--- config.mk ---
export PLATFORM = sky130hd
export DESIGN_NAME = eth_path_control_status
export DESIGN_NICKNAME = d
export VERILOG_FILES = /design/src/logic/eth_path_pkg.sv /design/src/logic/tx_word_out.sv /design/src/logic/lane_err_accum.sv /design/src/logic/eth_path_control_status.sv
export SDC_FILE = /design/constraint.sdc
export NUM_CORES = 1
export LEC_CHECK = 0
export BUFFER_PORTS_ARGS = -buffer_cell sky130_fd_sc_hd__buf_2
export CAP_MARGIN = 10
export CORE_MARGIN = 1
export CORE_UTILIZATION = 40
export DETAILED_ROUTE_END_ITERATION = 8
export PLACE_DENSITY_LB_ADDON = 0.05
export SKIP_CTS_REPAIR_TIMING = 1
export SLEW_MARGIN = 40
export SYNTH_ARGS = -nofsm -noshare
export SYNTH_HDL_FRONTEND = slang
export SYNTH_SLANG_ARGS = --single-unit
--- constraint.sdc ---
create_clock -name core_clk -period 4.6 [get_ports core_clk]
set_clock_uncertainty 0.2 [all_clocks]
set_input_delay 0.46 -clock core_clk [delete_from_list [all_inputs] [get_ports core_clk]]
set_output_delay 0.46 -clock core_clk [all_outputs]
set_load 0.05 [all_outputs]
--- src/logic/eth_path_pkg.sv ---
// shared constants, register map and state types for the path control block
package eth_path_pkg;

  // lane and data geometry
  localparam int LANE_COUNT = 20;
  localparam int ERR_CNT_W  = 4;
  localparam int DATA_W     = 64;

  // register byte offsets
  localparam logic [7:0] REG_CTRL       = 8'h00;
  localparam logic [7:0] REG_STATUS     = 8'h04;
  localparam logic [7:0] REG_IRQ_STATUS = 8'h08;
  localparam logic [7:0] REG_IRQ_MASK   = 8'h0c;

  // control register fields
  localparam int CTRL_W          = 4;
  localparam int CTRL_TX_EN_BIT  = 0;
  localparam int CTRL_TX_RF_BIT  = 1;
  localparam int CTRL_TX_IDL_BIT = 2;
  localparam int CTRL_RX_EN_BIT  = 3;
  localparam logic [CTRL_W-1:0] CTRL_RESET = 4'ha;

  // status register fields
  localparam int STAT_LF_BIT     = 0;
  localparam int STAT_TX_PKT_BIT = 1;
  localparam int STAT_RX_OFF_BIT = 2;
  localparam int STAT_RX_PKT_BIT = 3;
  localparam int STAT_DEC_RUN_BIT = 4;

  // interrupt status and mask fields
  localparam int IRQ_W            = 5;
  localparam int IRQ_LF_SET_BIT   = 0;
  localparam int IRQ_LF_CLR_BIT   = 1;
  localparam int IRQ_TX_ERR_BIT   = 2;
  localparam int IRQ_LANE_ERR_BIT = 3;
  localparam int IRQ_REALIGN_BIT  = 4;
  localparam logic [IRQ_W-1:0] IRQ_MASK_RESET = 5'h00;

  // cycle counts
  localparam logic [7:0] ALIGN_CYCLES = 8'h40;
  localparam logic [3:0] REPORT_LAST  = 4'hf;

  // link code words
  localparam logic [DATA_W-1:0] IDLE_WORD  = 64'h0707070707070707;
  localparam logic [DATA_W-1:0] FAULT_WORD = 64'h0200000002000000;
  localparam logic [DATA_W-1:0] ERROR_WORD = 64'hfefefefefefefefe;

  typedef enum logic [1:0] {WORD_IDLE, WORD_FAULT, WORD_DATA, WORD_ERROR} tx_word_kind_t;
  typedef enum logic {TX_WAIT, TX_SEND} tx_state_t;
  typedef enum logic {DEC_INIT, DEC_RUN} dec_state_t;
  typedef enum logic [1:0] {RX_OFF, RX_READY, RX_PACKET} rx_state_t;

endpackage : eth_path_pkg

--- src/logic/tx_word_out.sv ---
// registered transmit link word selector
`timescale 1ns/1ps
module tx_word_out
  import eth_path_pkg::*;
#(
  parameter int DW = DATA_W
)
(
  // clock and reset
  input  wire logic          core_clk,
  input  wire logic          resetn,
  // selection
  input  tx_word_kind_t      word_kind,
  input  wire logic [DW-1:0] word_data,
  // link side
  output logic      [DW-1:0] link_data,
  output logic               link_ctrl,
  output logic               fcs_suppress
);

  typedef struct packed {
    logic [DW-1:0] data;
    logic          ctrl;
    logic          fcs_off;
  } out_state_t;

  out_state_t q;
  out_state_t d;

  // pick code word or payload
  always_comb
  begin
    d = q;
    d.fcs_off = 1'b0;
    case (word_kind)
      WORD_DATA:
      begin
        d.data = word_data;
        d.ctrl = 1'b0;
      end
      WORD_ERROR:
      begin
        d.data    = ERROR_WORD[DW-1:0];
        d.ctrl    = 1'b1;
        d.fcs_off = 1'b1;
      end
      WORD_FAULT:
      begin
        d.data = FAULT_WORD[DW-1:0];
        d.ctrl = 1'b1;
      end
      default:
      begin
        d.data = IDLE_WORD[DW-1:0];
        d.ctrl = 1'b1;
      end
    endcase
  end

  // state register
  always_ff @(posedge core_clk or negedge resetn)
  begin
    if (!resetn)
      q <= '{data: IDLE_WORD[DW-1:0], ctrl: 1'b1, fcs_off: 1'b0};
    else
      q <= d;
  end

  assign link_data    = q.data;
  assign link_ctrl    = q.ctrl;
  assign fcs_suppress = q.fcs_off;

endmodule : tx_word_out

--- src/logic/lane_err_accum.sv ---
// per-lane sync header error accumulators with periodic increment reports
`timescale 1ns/1ps
module lane_err_accum
  import eth_path_pkg::*;
#(
  parameter int LANES = LANE_COUNT,
  parameter int CW    = ERR_CNT_W
)
(
  // clock and reset
  input  wire logic                core_clk,
  input  wire logic                resetn,
  // error events
  input  wire logic [LANES-1:0]    hdr_err,
  input  wire logic                count_en,
  input  wire logic                report_tick,
  // reports
  output logic      [LANES*CW-1:0] err_count,
  output logic      [LANES-1:0]    err_valid,
  output logic                     any_report
);

  typedef struct packed {
    logic [LANES-1:0][CW-1:0] acc;
    logic [LANES-1:0][CW-1:0] cnt;
    logic [LANES-1:0]         vld;
    logic                     any;
  } acc_state_t;

  acc_state_t q;
  acc_state_t d;

  // saturating add of one error
  function automatic logic [CW-1:0] sat_inc(input logic [CW-1:0] v, input logic inc);
    if (inc && (v != {CW{1'b1}}))
      sat_inc = v + {{(CW-1){1'b0}}, 1'b1};
    else
      sat_inc = v;
  endfunction : sat_inc

  // accumulate, then hand out the sum as one increment
  always_comb
  begin
    d = q;
    d.any = 1'b0;
    for (int i = 0; i < LANES; i++)
    begin
      d.vld[i] = 1'b0;
      if (report_tick && count_en)
      begin
        d.cnt[i] = q.acc[i];
        d.vld[i] = (q.acc[i] != '0);
        d.acc[i] = {{(CW-1){1'b0}}, hdr_err[i]};
        if (q.acc[i] != '0)
          d.any = 1'b1;
      end
      else
        d.acc[i] = sat_inc(q.acc[i], count_en & hdr_err[i]);
    end
  end

  // state register
  always_ff @(posedge core_clk or negedge resetn)
  begin
    if (!resetn)
      q <= '0;
    else
      q <= d;
  end

  assign err_count  = q.cnt;
  assign err_valid  = q.vld;
  assign any_report = q.any;

endmodule : lane_err_accum

--- src/logic/eth_path_control_status.sv ---
// transmit and receive path control and status with wishbone registers
// What this block does
// - transmit disabled: idles (fault words if remote fault set), no packet start
// - disable mid-packet finishes packet, then stops
// - send remote fault: fault words only
// - force idle: idle words only, unless send remote fault is also set
// - local fault high exactly in decoder init
// - receive disable finishes packet, stops decoding
// - receive disabled: no statistics, user bus idle
// - realign high resets receive path, realigns
// - four-bit sync header error count per lane
// - lane count meaningful only with valid
// - counts are increments, updated once every 16 cycles
// - error on last word sends error code
//
// The register addresses and the Wishbone interface to the registers are this design's own decisions.
`timescale 1ns/1ps
module eth_path_control_status
  import eth_path_pkg::*;
#(
  parameter int LANES = LANE_COUNT,
  parameter int DW    = DATA_W
)
(
  // clock and reset
  input  wire logic                       core_clk,
  input  wire logic                       resetn,
  // wishbone slave
  input  wire logic                       wb_cyc_i,
  input  wire logic                       wb_stb_i,
  input  wire logic                       wb_we_i,
  input  wire logic [7:0]                 wb_adr_i,
  input  wire logic [3:0]                 wb_sel_i,
  input  wire logic [31:0]                wb_dat_i,
  output logic      [31:0]                wb_dat_o,
  output logic                            wb_ack_o,
  // interrupt
  output logic                            irq,
  // transmit user packet bus
  input  wire logic                       tx_pkt_valid,
  input  wire logic                       tx_pkt_sop,
  input  wire logic                       tx_pkt_eop,
  input  wire logic                       tx_packet_error_flag,
  input  wire logic [DW-1:0]              tx_pkt_data,
  output logic                            tx_pkt_ready,
  // transmit link
  output logic      [DW-1:0]              tx_link_data,
  output logic                            tx_link_ctrl,
  output logic                            tx_fcs_suppress,
  output logic                            stat_tx_local_fault,
  // receive link
  input  wire logic                       rx_force_realign,
  input  wire logic [LANES-1:0]           rx_lane_locked,
  input  wire logic [LANES-1:0]           rx_lane_hdr_err,
  input  wire logic                       rx_link_valid,
  input  wire logic                       rx_link_sop,
  input  wire logic                       rx_link_eop,
  input  wire logic [DW-1:0]              rx_link_data,
  // receive user packet bus
  output logic                            rx_user_valid,
  output logic                            rx_user_sop,
  output logic                            rx_user_eop,
  output logic      [DW-1:0]              rx_user_data,
  // lane framing error reports
  output logic      [LANES*ERR_CNT_W-1:0] rx_lane_err_count,
  output logic      [LANES-1:0]           rx_lane_err_valid
);

  typedef struct packed {
    logic [CTRL_W-1:0] ctrl;
    logic [IRQ_W-1:0]  irq_stat;
    logic [IRQ_W-1:0]  irq_mask;
    logic              ack;
    logic [31:0]       rdata;
    logic              irq;
    logic              sync1;
    logic              sync2;
    logic              sync3;
    dec_state_t        dec;
    logic [7:0]        align_cnt;
    logic              local_fault;
    tx_state_t         tx_state;
    logic              tx_ready;
    rx_state_t         rx_state;
    logic              rx_valid;
    logic              rx_sop;
    logic              rx_eop;
    logic [DW-1:0]     rx_data;
    logic [3:0]        tick_cnt;
    logic              tick;
  } main_state_t;

  main_state_t q;
  main_state_t d;

  // wires to and from the submodules, and internal strobes for bus, interrupts and handshakes
  tx_word_kind_t  word_kind;
  logic           lane_report;
  logic           stats_en;
  logic [IRQ_W-1:0] irq_set;
  logic [IRQ_W-1:0] irq_clr;
  logic           wr_en;
  logic           rd_en;
  logic           tx_xfer;
  logic           rx_take;

  // merge sel-gated low byte into a register value
  function automatic logic [7:0] merge_byte(input logic [7:0] old_v, input logic [7:0] new_v,
                                            input logic sel);
    merge_byte = sel ? new_v : old_v;
  endfunction : merge_byte

  // lock lost on any lane or realign request seen
  function automatic logic align_lost(input logic req, input logic [LANES-1:0] locked);
    align_lost = req | ~(&locked);
  endfunction : align_lost

  // whole next-state function
  always_comb
  begin
    d           = q;
    word_kind   = WORD_IDLE;
    irq_set     = '0;
    irq_clr     = '0;
    stats_en    = 1'b0;
    tx_xfer     = tx_pkt_valid & q.tx_ready;
    rx_take     = 1'b0;

    // bus slave: one wait state, ack drops after one cycle
    // read data held at zero outside ack, no stale word on the bus
    wr_en = wb_cyc_i & wb_stb_i & ~q.ack & wb_we_i;
    rd_en = wb_cyc_i & wb_stb_i & ~q.ack & ~wb_we_i;
    d.ack = wb_cyc_i & wb_stb_i & ~q.ack;
    if (wr_en)
    begin
      case (wb_adr_i)
        REG_CTRL:
          d.ctrl = CTRL_W'(merge_byte(8'(q.ctrl), wb_dat_i[7:0], wb_sel_i[0]));
        REG_IRQ_MASK:
          d.irq_mask = IRQ_W'(merge_byte(8'(q.irq_mask), wb_dat_i[7:0], wb_sel_i[0]));
        REG_IRQ_STATUS:
          irq_clr = wb_sel_i[0] ? wb_dat_i[IRQ_W-1:0] : '0;
        default:
          d.ctrl = q.ctrl;
      endcase
    end
    if (rd_en)
    begin
      case (wb_adr_i)
        REG_CTRL:       d.rdata = 32'(q.ctrl);
        REG_STATUS:
        begin
          d.rdata = 32'h0;
          d.rdata[STAT_LF_BIT]      = q.local_fault;
          d.rdata[STAT_TX_PKT_BIT]  = (q.tx_state == TX_SEND);
          d.rdata[STAT_RX_OFF_BIT]  = (q.rx_state == RX_OFF);
          d.rdata[STAT_RX_PKT_BIT]  = (q.rx_state == RX_PACKET);
          d.rdata[STAT_DEC_RUN_BIT] = (q.dec == DEC_RUN);
        end
        REG_IRQ_STATUS: d.rdata = 32'(q.irq_stat);
        REG_IRQ_MASK:   d.rdata = 32'(q.irq_mask);
        default:        d.rdata = 32'h0;
      endcase
    end
    else if (!d.ack)
      d.rdata = 32'h0;

    // an override drops a packet in flight; user must resend it
    // transmit path, fault and idle override everything
    if (q.ctrl[CTRL_TX_RF_BIT])
    begin
      word_kind  = WORD_FAULT;
      d.tx_state = TX_WAIT;
    end
    else if (q.ctrl[CTRL_TX_IDL_BIT])
    begin
      word_kind  = WORD_IDLE;
      d.tx_state = TX_WAIT;
    end
    else if (tx_xfer && (q.tx_state == TX_SEND || tx_pkt_sop))
    begin
      if (tx_pkt_eop && tx_packet_error_flag)
      begin
        word_kind = WORD_ERROR;
        irq_set[IRQ_TX_ERR_BIT] = 1'b1;
      end
      else
        word_kind = WORD_DATA;
      d.tx_state = tx_pkt_eop ? TX_WAIT : TX_SEND;
    end
    // a new packet may start only while enabled
    d.tx_ready = ~d.ctrl[CTRL_TX_RF_BIT] & ~d.ctrl[CTRL_TX_IDL_BIT] &
                 ((d.tx_state == TX_SEND) | d.ctrl[CTRL_TX_EN_BIT]);

    // realign input through two flops, third for edge
    d.sync1 = rx_force_realign;
    d.sync2 = q.sync1;
    d.sync3 = q.sync2;
    if (q.sync2 && !q.sync3)
      irq_set[IRQ_REALIGN_BIT] = 1'b1;

    // decoder alignment state machine
    // fault clears after ALIGN_CYCLES plus one cycles of lock
    case (q.dec)
      DEC_INIT:
      begin
        if (align_lost(q.sync2, rx_lane_locked))
          d.align_cnt = 8'h00;
        else if (q.align_cnt == ALIGN_CYCLES)
          d.dec = DEC_RUN;
        else
          d.align_cnt = q.align_cnt + 8'h01;
      end
      DEC_RUN:
      begin
        if (align_lost(q.sync2, rx_lane_locked))
        begin
          d.dec       = DEC_INIT;
          d.align_cnt = 8'h00;
        end
      end
      default:
        d.dec = DEC_INIT;
    endcase
    d.local_fault = (d.dec == DEC_INIT);
    if (d.local_fault && !q.local_fault)
      irq_set[IRQ_LF_SET_BIT] = 1'b1;
    if (!d.local_fault && q.local_fault)
      irq_set[IRQ_LF_CLR_BIT] = 1'b1;

    // leaving run state drops the packet in flight
    // receive packet gating
    d.rx_valid = 1'b0;
    d.rx_sop   = 1'b0;
    d.rx_eop   = 1'b0;
    if (q.dec != DEC_RUN || d.dec != DEC_RUN)
      d.rx_state = q.ctrl[CTRL_RX_EN_BIT] ? RX_READY : RX_OFF;
    else
    begin
      case (q.rx_state)
        RX_OFF:
          if (q.ctrl[CTRL_RX_EN_BIT])
            d.rx_state = RX_READY;
        RX_READY:
        begin
          if (!q.ctrl[CTRL_RX_EN_BIT])
            d.rx_state = RX_OFF;
          else if (rx_link_valid && rx_link_sop)
          begin
            rx_take    = 1'b1;
            d.rx_state = rx_link_eop ? RX_READY : RX_PACKET;
          end
        end
        RX_PACKET:
        begin
          if (rx_link_valid)
          begin
            rx_take = 1'b1;
            if (rx_link_eop)
              d.rx_state = q.ctrl[CTRL_RX_EN_BIT] ? RX_READY : RX_OFF;
          end
        end
        default:
          d.rx_state = RX_OFF;
      endcase
    end
    if (rx_take)
    begin
      d.rx_valid = 1'b1;
      d.rx_sop   = rx_link_sop;
      d.rx_eop   = rx_link_eop;
      d.rx_data  = rx_link_data;
    end
    stats_en = (q.dec == DEC_RUN) && (q.rx_state != RX_OFF);

    // report divider
    d.tick     = (q.tick_cnt == REPORT_LAST);
    d.tick_cnt = d.tick ? 4'h0 : q.tick_cnt + 4'h1;

    // interrupts: set wins over write-one clear
    if (lane_report)
      irq_set[IRQ_LANE_ERR_BIT] = 1'b1;
    d.irq_stat = (q.irq_stat & ~irq_clr) | irq_set;
    d.irq      = |(d.irq_stat & d.irq_mask);
  end

  // state register
  always_ff @(posedge core_clk or negedge resetn)
  begin
    if (!resetn)
    begin
      q             <= '0;
      q.ctrl        <= CTRL_RESET;
      q.irq_mask    <= IRQ_MASK_RESET;
      q.dec         <= DEC_INIT;
      q.local_fault <= 1'b1;
      q.tx_state    <= TX_WAIT;
      q.rx_state    <= RX_OFF;
    end
    else
      q <= d;
  end

  // transmit word register
  tx_word_out #(
    .DW (DW)
  ) u_tx_word (
    .core_clk     (core_clk),
    .resetn       (resetn),
    .word_kind    (word_kind),
    .word_data    (tx_pkt_data),
    .link_data    (tx_link_data),
    .link_ctrl    (tx_link_ctrl),
    .fcs_suppress (tx_fcs_suppress)
  );

  // lane error accumulators
  lane_err_accum #(
    .LANES (LANES),
    .CW    (ERR_CNT_W)
  ) u_lane_err (
    .core_clk    (core_clk),
    .resetn      (resetn),
    .hdr_err     (rx_lane_hdr_err),
    .count_en    (stats_en),
    .report_tick (q.tick),
    .err_count   (rx_lane_err_count),
    .err_valid   (rx_lane_err_valid),
    .any_report  (lane_report)
  );

  // flop-driven outputs
  assign wb_dat_o            = q.rdata;
  assign wb_ack_o            = q.ack;
  assign irq                 = q.irq;
  assign tx_pkt_ready        = q.tx_ready;
  assign stat_tx_local_fault = q.local_fault;
  assign rx_user_valid       = q.rx_valid;
  assign rx_user_sop         = q.rx_sop;
  assign rx_user_eop         = q.rx_eop;
  assign rx_user_data        = q.rx_data;

endmodule : eth_path_control_status

==> summary.txt, run 1 <==
Die
  • Chip Height: 204 microns
  • I/O pin cnt: 494
  • Site row count: 73
  • Starting utilization of the core area: 40.9%
  • Die Width: 204 microns
  • Core box area: 40,000 sq um
  • Overall die area: 41,700 sq um

Clock tree
  • H-tree lvl count: 2
  • Clock buffers created by TritonCTS: 42
  • Total number of clock tree sinks: 357
  • Clock tree from TritonCTS: built
  • Root Buffer: sky130_fd_sc_hd__clkbuf_16
  • Clock-pin slew reported for the worst setup and hold paths after clock tree synthesis: 0.06 ns
  • Clock network latency to the later pin of the worst-skew pair: 0.55 ns
  • Max Buffers Root-to-Sink: 3

Critical path
  • Worst reg2reg path depth: 6
  • Reg2Reg Launch Point: d[86]$_DFF_PN0_
  • Crit path DAT: 2.73 ns
  • Cell family contributing the most delay on the critical path: simple AND/OR/NAND/NOR gates
  • Source of the critical timing path: d[86]$_DFF_PN0_
  • Cell with the biggest individual delay on the critical path: sky130_fd_sc_hd__dfrtp_1
  • Largest stage delay, worst path: 0.38 ns
  • Cell depth of the worst setup path: 6
  • Maximum net fanout on the critical path: 37
  • Critical path endpoint category: flop
  • Buf/Inv on CP: 1
  • Kind of start point of the critical path: flop
  • Cell breakdown of the critical path: nand4b_1, nor2_1, and3_1, nand3_4, buf_12, mux2_2
  • Kind of critical path: flop to flop
  • CP required: 4.83 ns

Route
  • First-pass DRT Iterations: 5
  • Highest routing layer actually used: met5
  • Vias: 11,400
  • Iter 0 DRT Violations: 455
  • Vias per cell: 4.61
  • DR WL met2: 20,300 microns
  • Remaining antenna violation count after routing: 0
  • DRC violations left: 0
  • Final Routed Wirelength: 42,200 microns
  • Length of routed wiring on met1: 18,300 microns
  • Routed len/inst: 17.1 microns
  • Routed wire length on met3: 2630 microns

Job
  • Number of max-cap violations: 0

Placement
  • Last weighted congestion value of the routability-driven placer: 0.816
  • Cell total after placement: 2,243
  • Post-detail-place hpwl: 30,300 microns
  • Count of input and output buffers: 436

Yosys
  • Main combinational cell family by area after synthesis: simple AND/OR/NAND/NOR gates
  • Share of synthesized area occupied by flip-flops and latches: 54.8%
  • Post-synth EDFFs: 0
  • Combined area of all synthesized cells: 16,400 sq um
  • Most area-hungry cell type in the Yosys netlist: sky130_fd_sc_hd__dfrtp_1
  • Xor-xnor portion of the synthesized cell area: 3.59%
  • Simple-gate portion of the synthesized area: 12.6%
  • Multiplexer area fraction after synthesis: 6.91%
  • Top cells by instance count after synthesis: 329 x sky130_fd_sc_hd__dfrtp_1, 214 x sky130_fd_sc_hd__nand2_1, 196 x sky130_fd_sc_hd__buf_4
  • Share of flip-flops with an asynchronous set or reset: 100%
  • Syn avg cell area: 10.8 sq um
  • Synth cell types: 51
  • Top-area cell type share of the netlist area: 50.3%
  • Prevailing post-synth register cell: sky130_fd_sc_hd__dfrtp_1
  • Synth area leaders: sky130_fd_sc_hd__dfrtp_1 50%, sky130_fd_sc_hd__buf_4 9.0%, sky130_fd_sc_hd__nand2_1 4.9%
  • Most numerous cell in the Yosys netlist: sky130_fd_sc_hd__dfrtp_1
  • Number of warnings issued by yosys: 0
  • Synth Register Bits: 357
  • Compound-cell area share of the yosys netlist: 6.33%
  • Gate count after technology mapping: 1,512
  • Adder-cell area share of the yosys netlist: 3.60%

Final layout
  • Filler-free cell count of the finished design: 2,472
  • Fill cells: 3,737
  • Storage cell area: 8970 sq um
  • Area growth syn-to-layout: 25.9%
  • Area of the multi-input gates: 5560 sq um
  • Layout Utilization: 51.5%
  • Antenna Cells: 0
  • Total Nets Final: 2,188
  • Share of cells above drive strength 1: 32.6%

Timing
  • # setup viols final: 0
  • Max frequency: 399 MHz
  • Worst slew margin: 54.5%
  • Unrepaired setup endpoints after global routing: no
  • Worst hold slack: 0.0102 ns
  • Max Transition Viols Final: 0
  • Final setup TNS: 0 ns
  • Least-Margin Pin Slew: 0.681 ns
  • Number of endpoints with negative hold slack in the final report: 0
  • Final worst path period share: 54.5%
  • Minimum clock period: 2.51 ns

Power
  • Cell leakage power: 10.8 nW
  • Peak VDD IR: 0.253 mV
  • Power per unit of standard cell area: 371 nW/um^2

Global routing
  • Initial antenna violation count: 1
  • Pin count of the biggest net entering global routing: 96
  • First-pass GRT wire length: 62,900 microns
  • Aggregate global routing overflow: 0
  • GRT Total Usage: 19.7%
  • Vias in the first global route: 10,700

Status
  • Status: finished, final reports clean

Hold path
  • Hold_sp: wb_dat_i[0]
  • Depth of the worst hold-timing path: 2
  • Hold crit path type: primary input to flop
cell type report:
cell class,count,area share (%)
multi-input cells,855,27.0
well taps,525,3.19
inverters,55,1.00
clock buffers,64,5.95
flip-flops and latches,357,43.5
clock inverters,11,0.316
repair buffers,605,19.0
final timing paths:
path	to	slack [ns]
hold / removal	q[123]$_DFF_PN0_	0.01
min in group asynchronous	u_tx_word.link_data[60]$_DFF_PN0_	0.24
setup / recovery	rx_user_data[17]$_DFFE_PN0P_	2.09
setup reg to reg	rx_user_data[17]$_DFFE_PN0P_	2.09
hold reg to reg	d[86]$_DFF_PN0_	0.15
max in group asynchronous	u_tx_word.link_data[16]$_DFF_PN1_	2.80
registers in the layout, indices dropped and copies added, names as in the netlist:
register,flops
u_lane_err.err_valid,20
u_tx_word.fcs_suppress,1
stat_tx_local_fault,1
q,32
tx_pkt_ready,1
u_tx_word.link_ctrl,1
rx_user_sop,1
rx_user_valid,1
u_lane_err.q,80
wb_ack_o,1
d,2
u_lane_err.err_count,80
rx_user_data,64
irq,1
u_lane_err.any_report,1
u_tx_word.link_data,64
rx_user_eop,1
wb_dat_o,5
kinds of logic (layout without fill, tap and decap cells):
logic type / Yosys count / in the layout
buf+inv: 326 / 735
flops: 357 / 357
xor+xnor: 67 / 67
fa+ha+maj: 47 / 47
simple gates: 454 / 454
mux: 99 / 99
other cells: 1 / 27
compound gates: 161 / 161
cells in the final DEF (no fill, tap or decap), types with 7 or more instances in the layout:
| cell | synthesis | routed |
|---|---|---|
| sky130_fd_sc_hd__inv_1 | 55 | 55 |
| sky130_fd_sc_hd__clkinv_2 | 0 | 8 |
| sky130_fd_sc_hd__dlygate4sd3_1 | 0 | 154 |
| sky130_fd_sc_hd__nand3_1 | 30 | 29 |
| sky130_fd_sc_hd__nand4_1 | 28 | 28 |
| sky130_fd_sc_hd__clkbuf_16 | 0 | 43 |
| sky130_fd_sc_hd__clkbuf_1 | 61 | 14 |
| sky130_fd_sc_hd__and3_1 | 24 | 24 |
| sky130_fd_sc_hd__ha_1 | 47 | 47 |
| sky130_fd_sc_hd__nor3b_1 | 18 | 17 |
| sky130_fd_sc_hd__buf_2 | 14 | 435 |
| sky130_fd_sc_hd__mux2i_1 | 24 | 24 |
| sky130_fd_sc_hd__buf_4 | 196 | 10 |
| sky130_fd_sc_hd__mux2_2 | 71 | 71 |
| sky130_fd_sc_hd__clkbuf_8 | 0 | 7 |
| sky130_fd_sc_hd__nand2_1 | 214 | 213 |
| sky130_fd_sc_hd__o21ai_0 | 67 | 67 |
| sky130_fd_sc_hd__dfrtp_1 | 329 | 329 |
| sky130_fd_sc_hd__a21o_1 | 23 | 23 |
| sky130_fd_sc_hd__nor2_1 | 107 | 106 |
| sky130_fd_sc_hd__a21oi_1 | 7 | 7 |
| sky130_fd_sc_hd__o21a_1 | 40 | 40 |
| sky130_fd_sc_hd__xor2_1 | 45 | 45 |
| sky130_fd_sc_hd__conb_1 | 1 | 27 |
| sky130_fd_sc_hd__dfstp_2 | 28 | 28 |
| sky130_fd_sc_hd__xnor2_1 | 22 | 22 |
power breakdown:
part | leakage (nW) | switching (mW) | internal, mW
logic | 5.35 | 0.824 | 0.339
clock network | 0.637 | 1.29 | 1.83
registers | 4.85 | 0.0424 | 3.32
total | 10.8 | 2.16 | 5.49
worst reg2reg max path: stages (launching register included):
cell and delay, ns:
sky130_fd_sc_hd__dfrtp_1 0.38, sky130_fd_sc_hd__nand4b_1 0.16, sky130_fd_sc_hd__nor2_1 0.25, sky130_fd_sc_hd__and3_1 0.31
sky130_fd_sc_hd__nand3_4 0.38, sky130_fd_sc_hd__buf_12 0.39, sky130_fd_sc_hd__mux2_2 0.32
stage by stage:
stage,total power [mW],instance area (sq um),setup WS (ns)
CTS,7.66,19100,2.05
detailed placement,4.47,17800,1.93
floorplan,4.13,16500,2.19
global placement,4.46,17700,1.68
global route,7.97,20600,1.90
finish,7.65,20600,2.09
layer usage:
metal  track usage [%]  up-vias
met5                 0        -
met4              7.17        2
met3              5.61       59
met2              30.9      301
met1              25.8     5504
li1                  -     5537
Note: power is estimated with default switching activity, not from simulation.
==> run 2, diff against run 1 <==
==> constraint.sdc (replaced) <==
create_clock -name core_clk -period 2.17 [get_ports core_clk]
set_clock_uncertainty 0.2 [all_clocks]
set_input_delay 0.217 -clock core_clk [delete_from_list [all_inputs] [get_ports core_clk]]
set_output_delay 0.217 -clock core_clk [all_outputs]
set_load 0.05 [all_outputs]
==> summary.txt, run 2 (synthesized netlist as in run 1, its figures left out) <==
Status
  • Status: finished, final reports clean

Hold path
  • Hold crit path type: primary input to flop

Global routing
  • Initial antenna violation count: 1 (unchanged)
  • Met3 capacity usage during global routing: 4.82% (-0.80 points)
  • Met2 usage in global routing: 32.3% (+1.4 points)
  • GRT Total Usage: 19.8% (+0.13 points)
  • Pin count of the biggest net entering global routing: 66 (-31%)
  • Aggregate global routing overflow: 0 (unchanged)
  • Vias in the first global route: 11,000 (+2.4%)
  • GRT busiest layer: met2
  • Met1 global-route usage: 25.2% (-0.53 points)
  • First-pass GRT wire length: 63,400 microns (+0.90%)

Route
  • DRC violations left: 0 (unchanged)
  • Iter 0 DRT Violations: 505 (+11%)
  • Final Routed Wirelength: 43,500 microns (+3.2%)
  • Routed len/inst: 17.2 microns (+0.56%)
  • Vias per cell: 4.61 (about the same)
  • Vias: 11,700 (+2.6%)
  • First-pass DRT Iterations: 4 (-1)
  • Remaining antenna violation count after routing: 0 (unchanged)

Timing
  • # setup viols final: 0 (unchanged)
  • Least-Margin Pin Slew: 0.626 ns (-0.0551 ns)
  • Final setup TNS: 0 ns (unchanged)
  • Setup slack after layout: 0.106 ns (-1.99 ns)
  • Max frequency: 485 MHz (+21%)
  • Minimum clock period: 2.06 ns (-0.441 ns)
  • Number of endpoints with negative hold slack in the final report: 0 (unchanged)
  • Unrepaired setup endpoints after global routing: no
  • Worst slew margin: 58.1% (+3.6 points)
  • Final worst path period share: 95.1% (+41 points)
  • Max Transition Viols Final: 0 (unchanged)

Final layout
  • Filler-free cell count of the finished design: 2,538 (+2.7%)
  • Commonest non-fill, non-tap cell in the layout: sky130_fd_sc_hd__buf_2
  • Area growth syn-to-layout: 31.6%
  • Share of cells above drive strength 1: 35.0% (+2.4 points)
  • Commonest cells after routing, fill and taps aside: 435 x sky130_fd_sc_hd__buf_2, 327 x sky130_fd_sc_hd__dfrtp_1, 213 x sky130_fd_sc_hd__nand2_1
  • Total Nets Final: 2,252 (+2.9%)

Die
  • I/O pin cnt: 494 (unchanged)
  • Die Width: 204 microns (unchanged)
  • Core box area: 40,000 sq um (unchanged)
  • Site row count: 73 (unchanged)
  • Overall die area: 41,700 sq um (unchanged)
  • Chip Height: 204 microns (unchanged)
  • Starting utilization of the core area: 40.9% (unchanged)

Critical path
  • Maximum net fanout on the critical path: 20 (-46%)
  • CP required: 2.40 ns (-2.43 ns)
  • Crit path DAT: 2.30 ns (-0.43 ns)
  • Cell family contributing the most delay on the critical path: buffers and inverters
  • Largest stage delay, worst path: 0.37 ns (about the same)
  • Critical path endpoint category: flop
  • Buf/Inv on CP: 3 (+2)
  • Critical Path Most Common Cell: sky130_fd_sc_hd__buf_12
  • Kind of critical path: flop to flop
  • Cell with the biggest individual delay on the critical path: sky130_fd_sc_hd__dfrtp_1
  • Cell breakdown of the critical path: inv_1, ha_1, a31oi_1, nor2_2, nand3_4, buf_12, buf_12, mux2_2
  • Kind of start point of the critical path: flop

Clock tree
  • Max Buffers Root-to-Sink: 3 (unchanged)
  • Clock buffers created by TritonCTS: 41 (-2.4%)
  • H-tree lvl count: 2 (unchanged)
  • Total number of clock tree sinks: 357 (unchanged)
  • Root Buffer: sky130_fd_sc_hd__clkbuf_16
  • Clock-pin slew reported for the worst setup and hold paths after clock tree synthesis: 0.06 ns (about the same)
  • Clock network latency to the later pin of the worst-skew pair: 0.56 ns (about the same)
  • Clock tree from TritonCTS: built

Power
  • Peak VDD IR: 0.538 mV (+110%)
  • Overall power consumption: 16.9 mW (+120%)
  • Power per unit of standard cell area: 786 nW/um^2 (+110%)
  • Cell leakage power: 11.3 nW (+4.2%)

Job
  • Number of max-cap violations: 0 (unchanged)

Placement
  • Cell total after placement: 2,288 (+2.0%)
  • Post-detail-place hpwl: 31,100 microns (+2.7%)
  • Worst slack after detailed placement: -0.157 ns (-2.09 ns)
  • Count of input and output buffers: 436 (unchanged)
  • Last weighted congestion value of the routability-driven placer: 0.788 (-3.4%)
[run 2: changes by cell type in the layout (fill, tap and decap cells not counted), moves of 3 or more]
cell and change:
sky130_fd_sc_hd__dlygate4sd3_1 +12, sky130_fd_sc_hd__and3_1 -7, sky130_fd_sc_hd__clkbuf_1 -5, sky130_fd_sc_hd__buf_4 +32, sky130_fd_sc_hd__bufinv_16 +4, sky130_fd_sc_hd__and3_2 +6
sky130_fd_sc_hd__buf_6 +3, sky130_fd_sc_hd__buf_12 +16, sky130_fd_sc_hd__clkbuf_16 +4
[run 2: cell type report]
class,count,area [sq um]
Antenna cell,1,2.50
Clock buffer,61,1240
Inverter,55,206
Clock inverter,14,179
Tap cell,525,657
Timing Repair Buffer,670,4680
Multi-Input combinational cell,855,5580
Fill cell,3567,18500
Sequential cell,357,8970
[run 2: where the power goes]
group          total [mW]  leakage (nW)  switching [mW]  internal, mW
clock network        7.23         0.699            2.78          4.45
logic                2.56          5.75            1.76         0.796
registers            7.13          4.84          0.0950          7.03
total                16.9          11.3            4.63          12.3
[run 2: worst register-to-register path, delay by kind of cell, from the launching register on]
family	cells	cell delay, ns
buffers and inverters	3	0.42
DFF	1	0.37
muxes	1	0.36
adders and majority gates	1	0.24
AOI/OAI and AO/OA	1	0.21
and+or+nand+nor	2	0.15
[run 2: worst paths after layout]
kind	slack, ns	endpoint	from	cells past startpoint
hold / removal	0.03	q[75]$_DFF_PN0_	tx_pkt_sop	4
max in group asynchronous	0.55	u_tx_word.link_data[40]$_DFF_PN1_	resetn	5
setup / recovery	0.11	rx_user_data[50]$_DFFE_PN0P_	q[73]$_DFFE_PN0P_	8
hold reg to reg	0.15	d[86]$_DFF_PN0_	d[87]$_DFF_PN0_	0
min in group asynchronous	0.48	u_lane_err.err_count[66]$_DFFE_PN0P_	resetn	3
setup reg to reg	0.11	rx_user_data[50]$_DFFE_PN0P_	q[73]$_DFFE_PN0P_	8
[run 2: layer usage]
metal  vias to the layer above  wire length (microns)
met2                       299                  21200
met1                      5664                  18900
met4                         0                   1120
met5                         -                      0
li1                       5676                      -
met3                        62                   2370
[run 2: metrics by stage]
stage / instance area, sq um / hold WS [ns] / util (%)
2_1_floorplan: 16500 / -0.279 / -
3_3_place_gp: 18200 / -0.0441 / 45.6
4_1_cts: 19700 / -0.654 / 49.2
3_5_place_dp: 18200 / -0.0465 / 45.6
5_1_grt: 21500 / 0.0397 / 53.8
6_report: 21500 / 0.0250 / 53.8
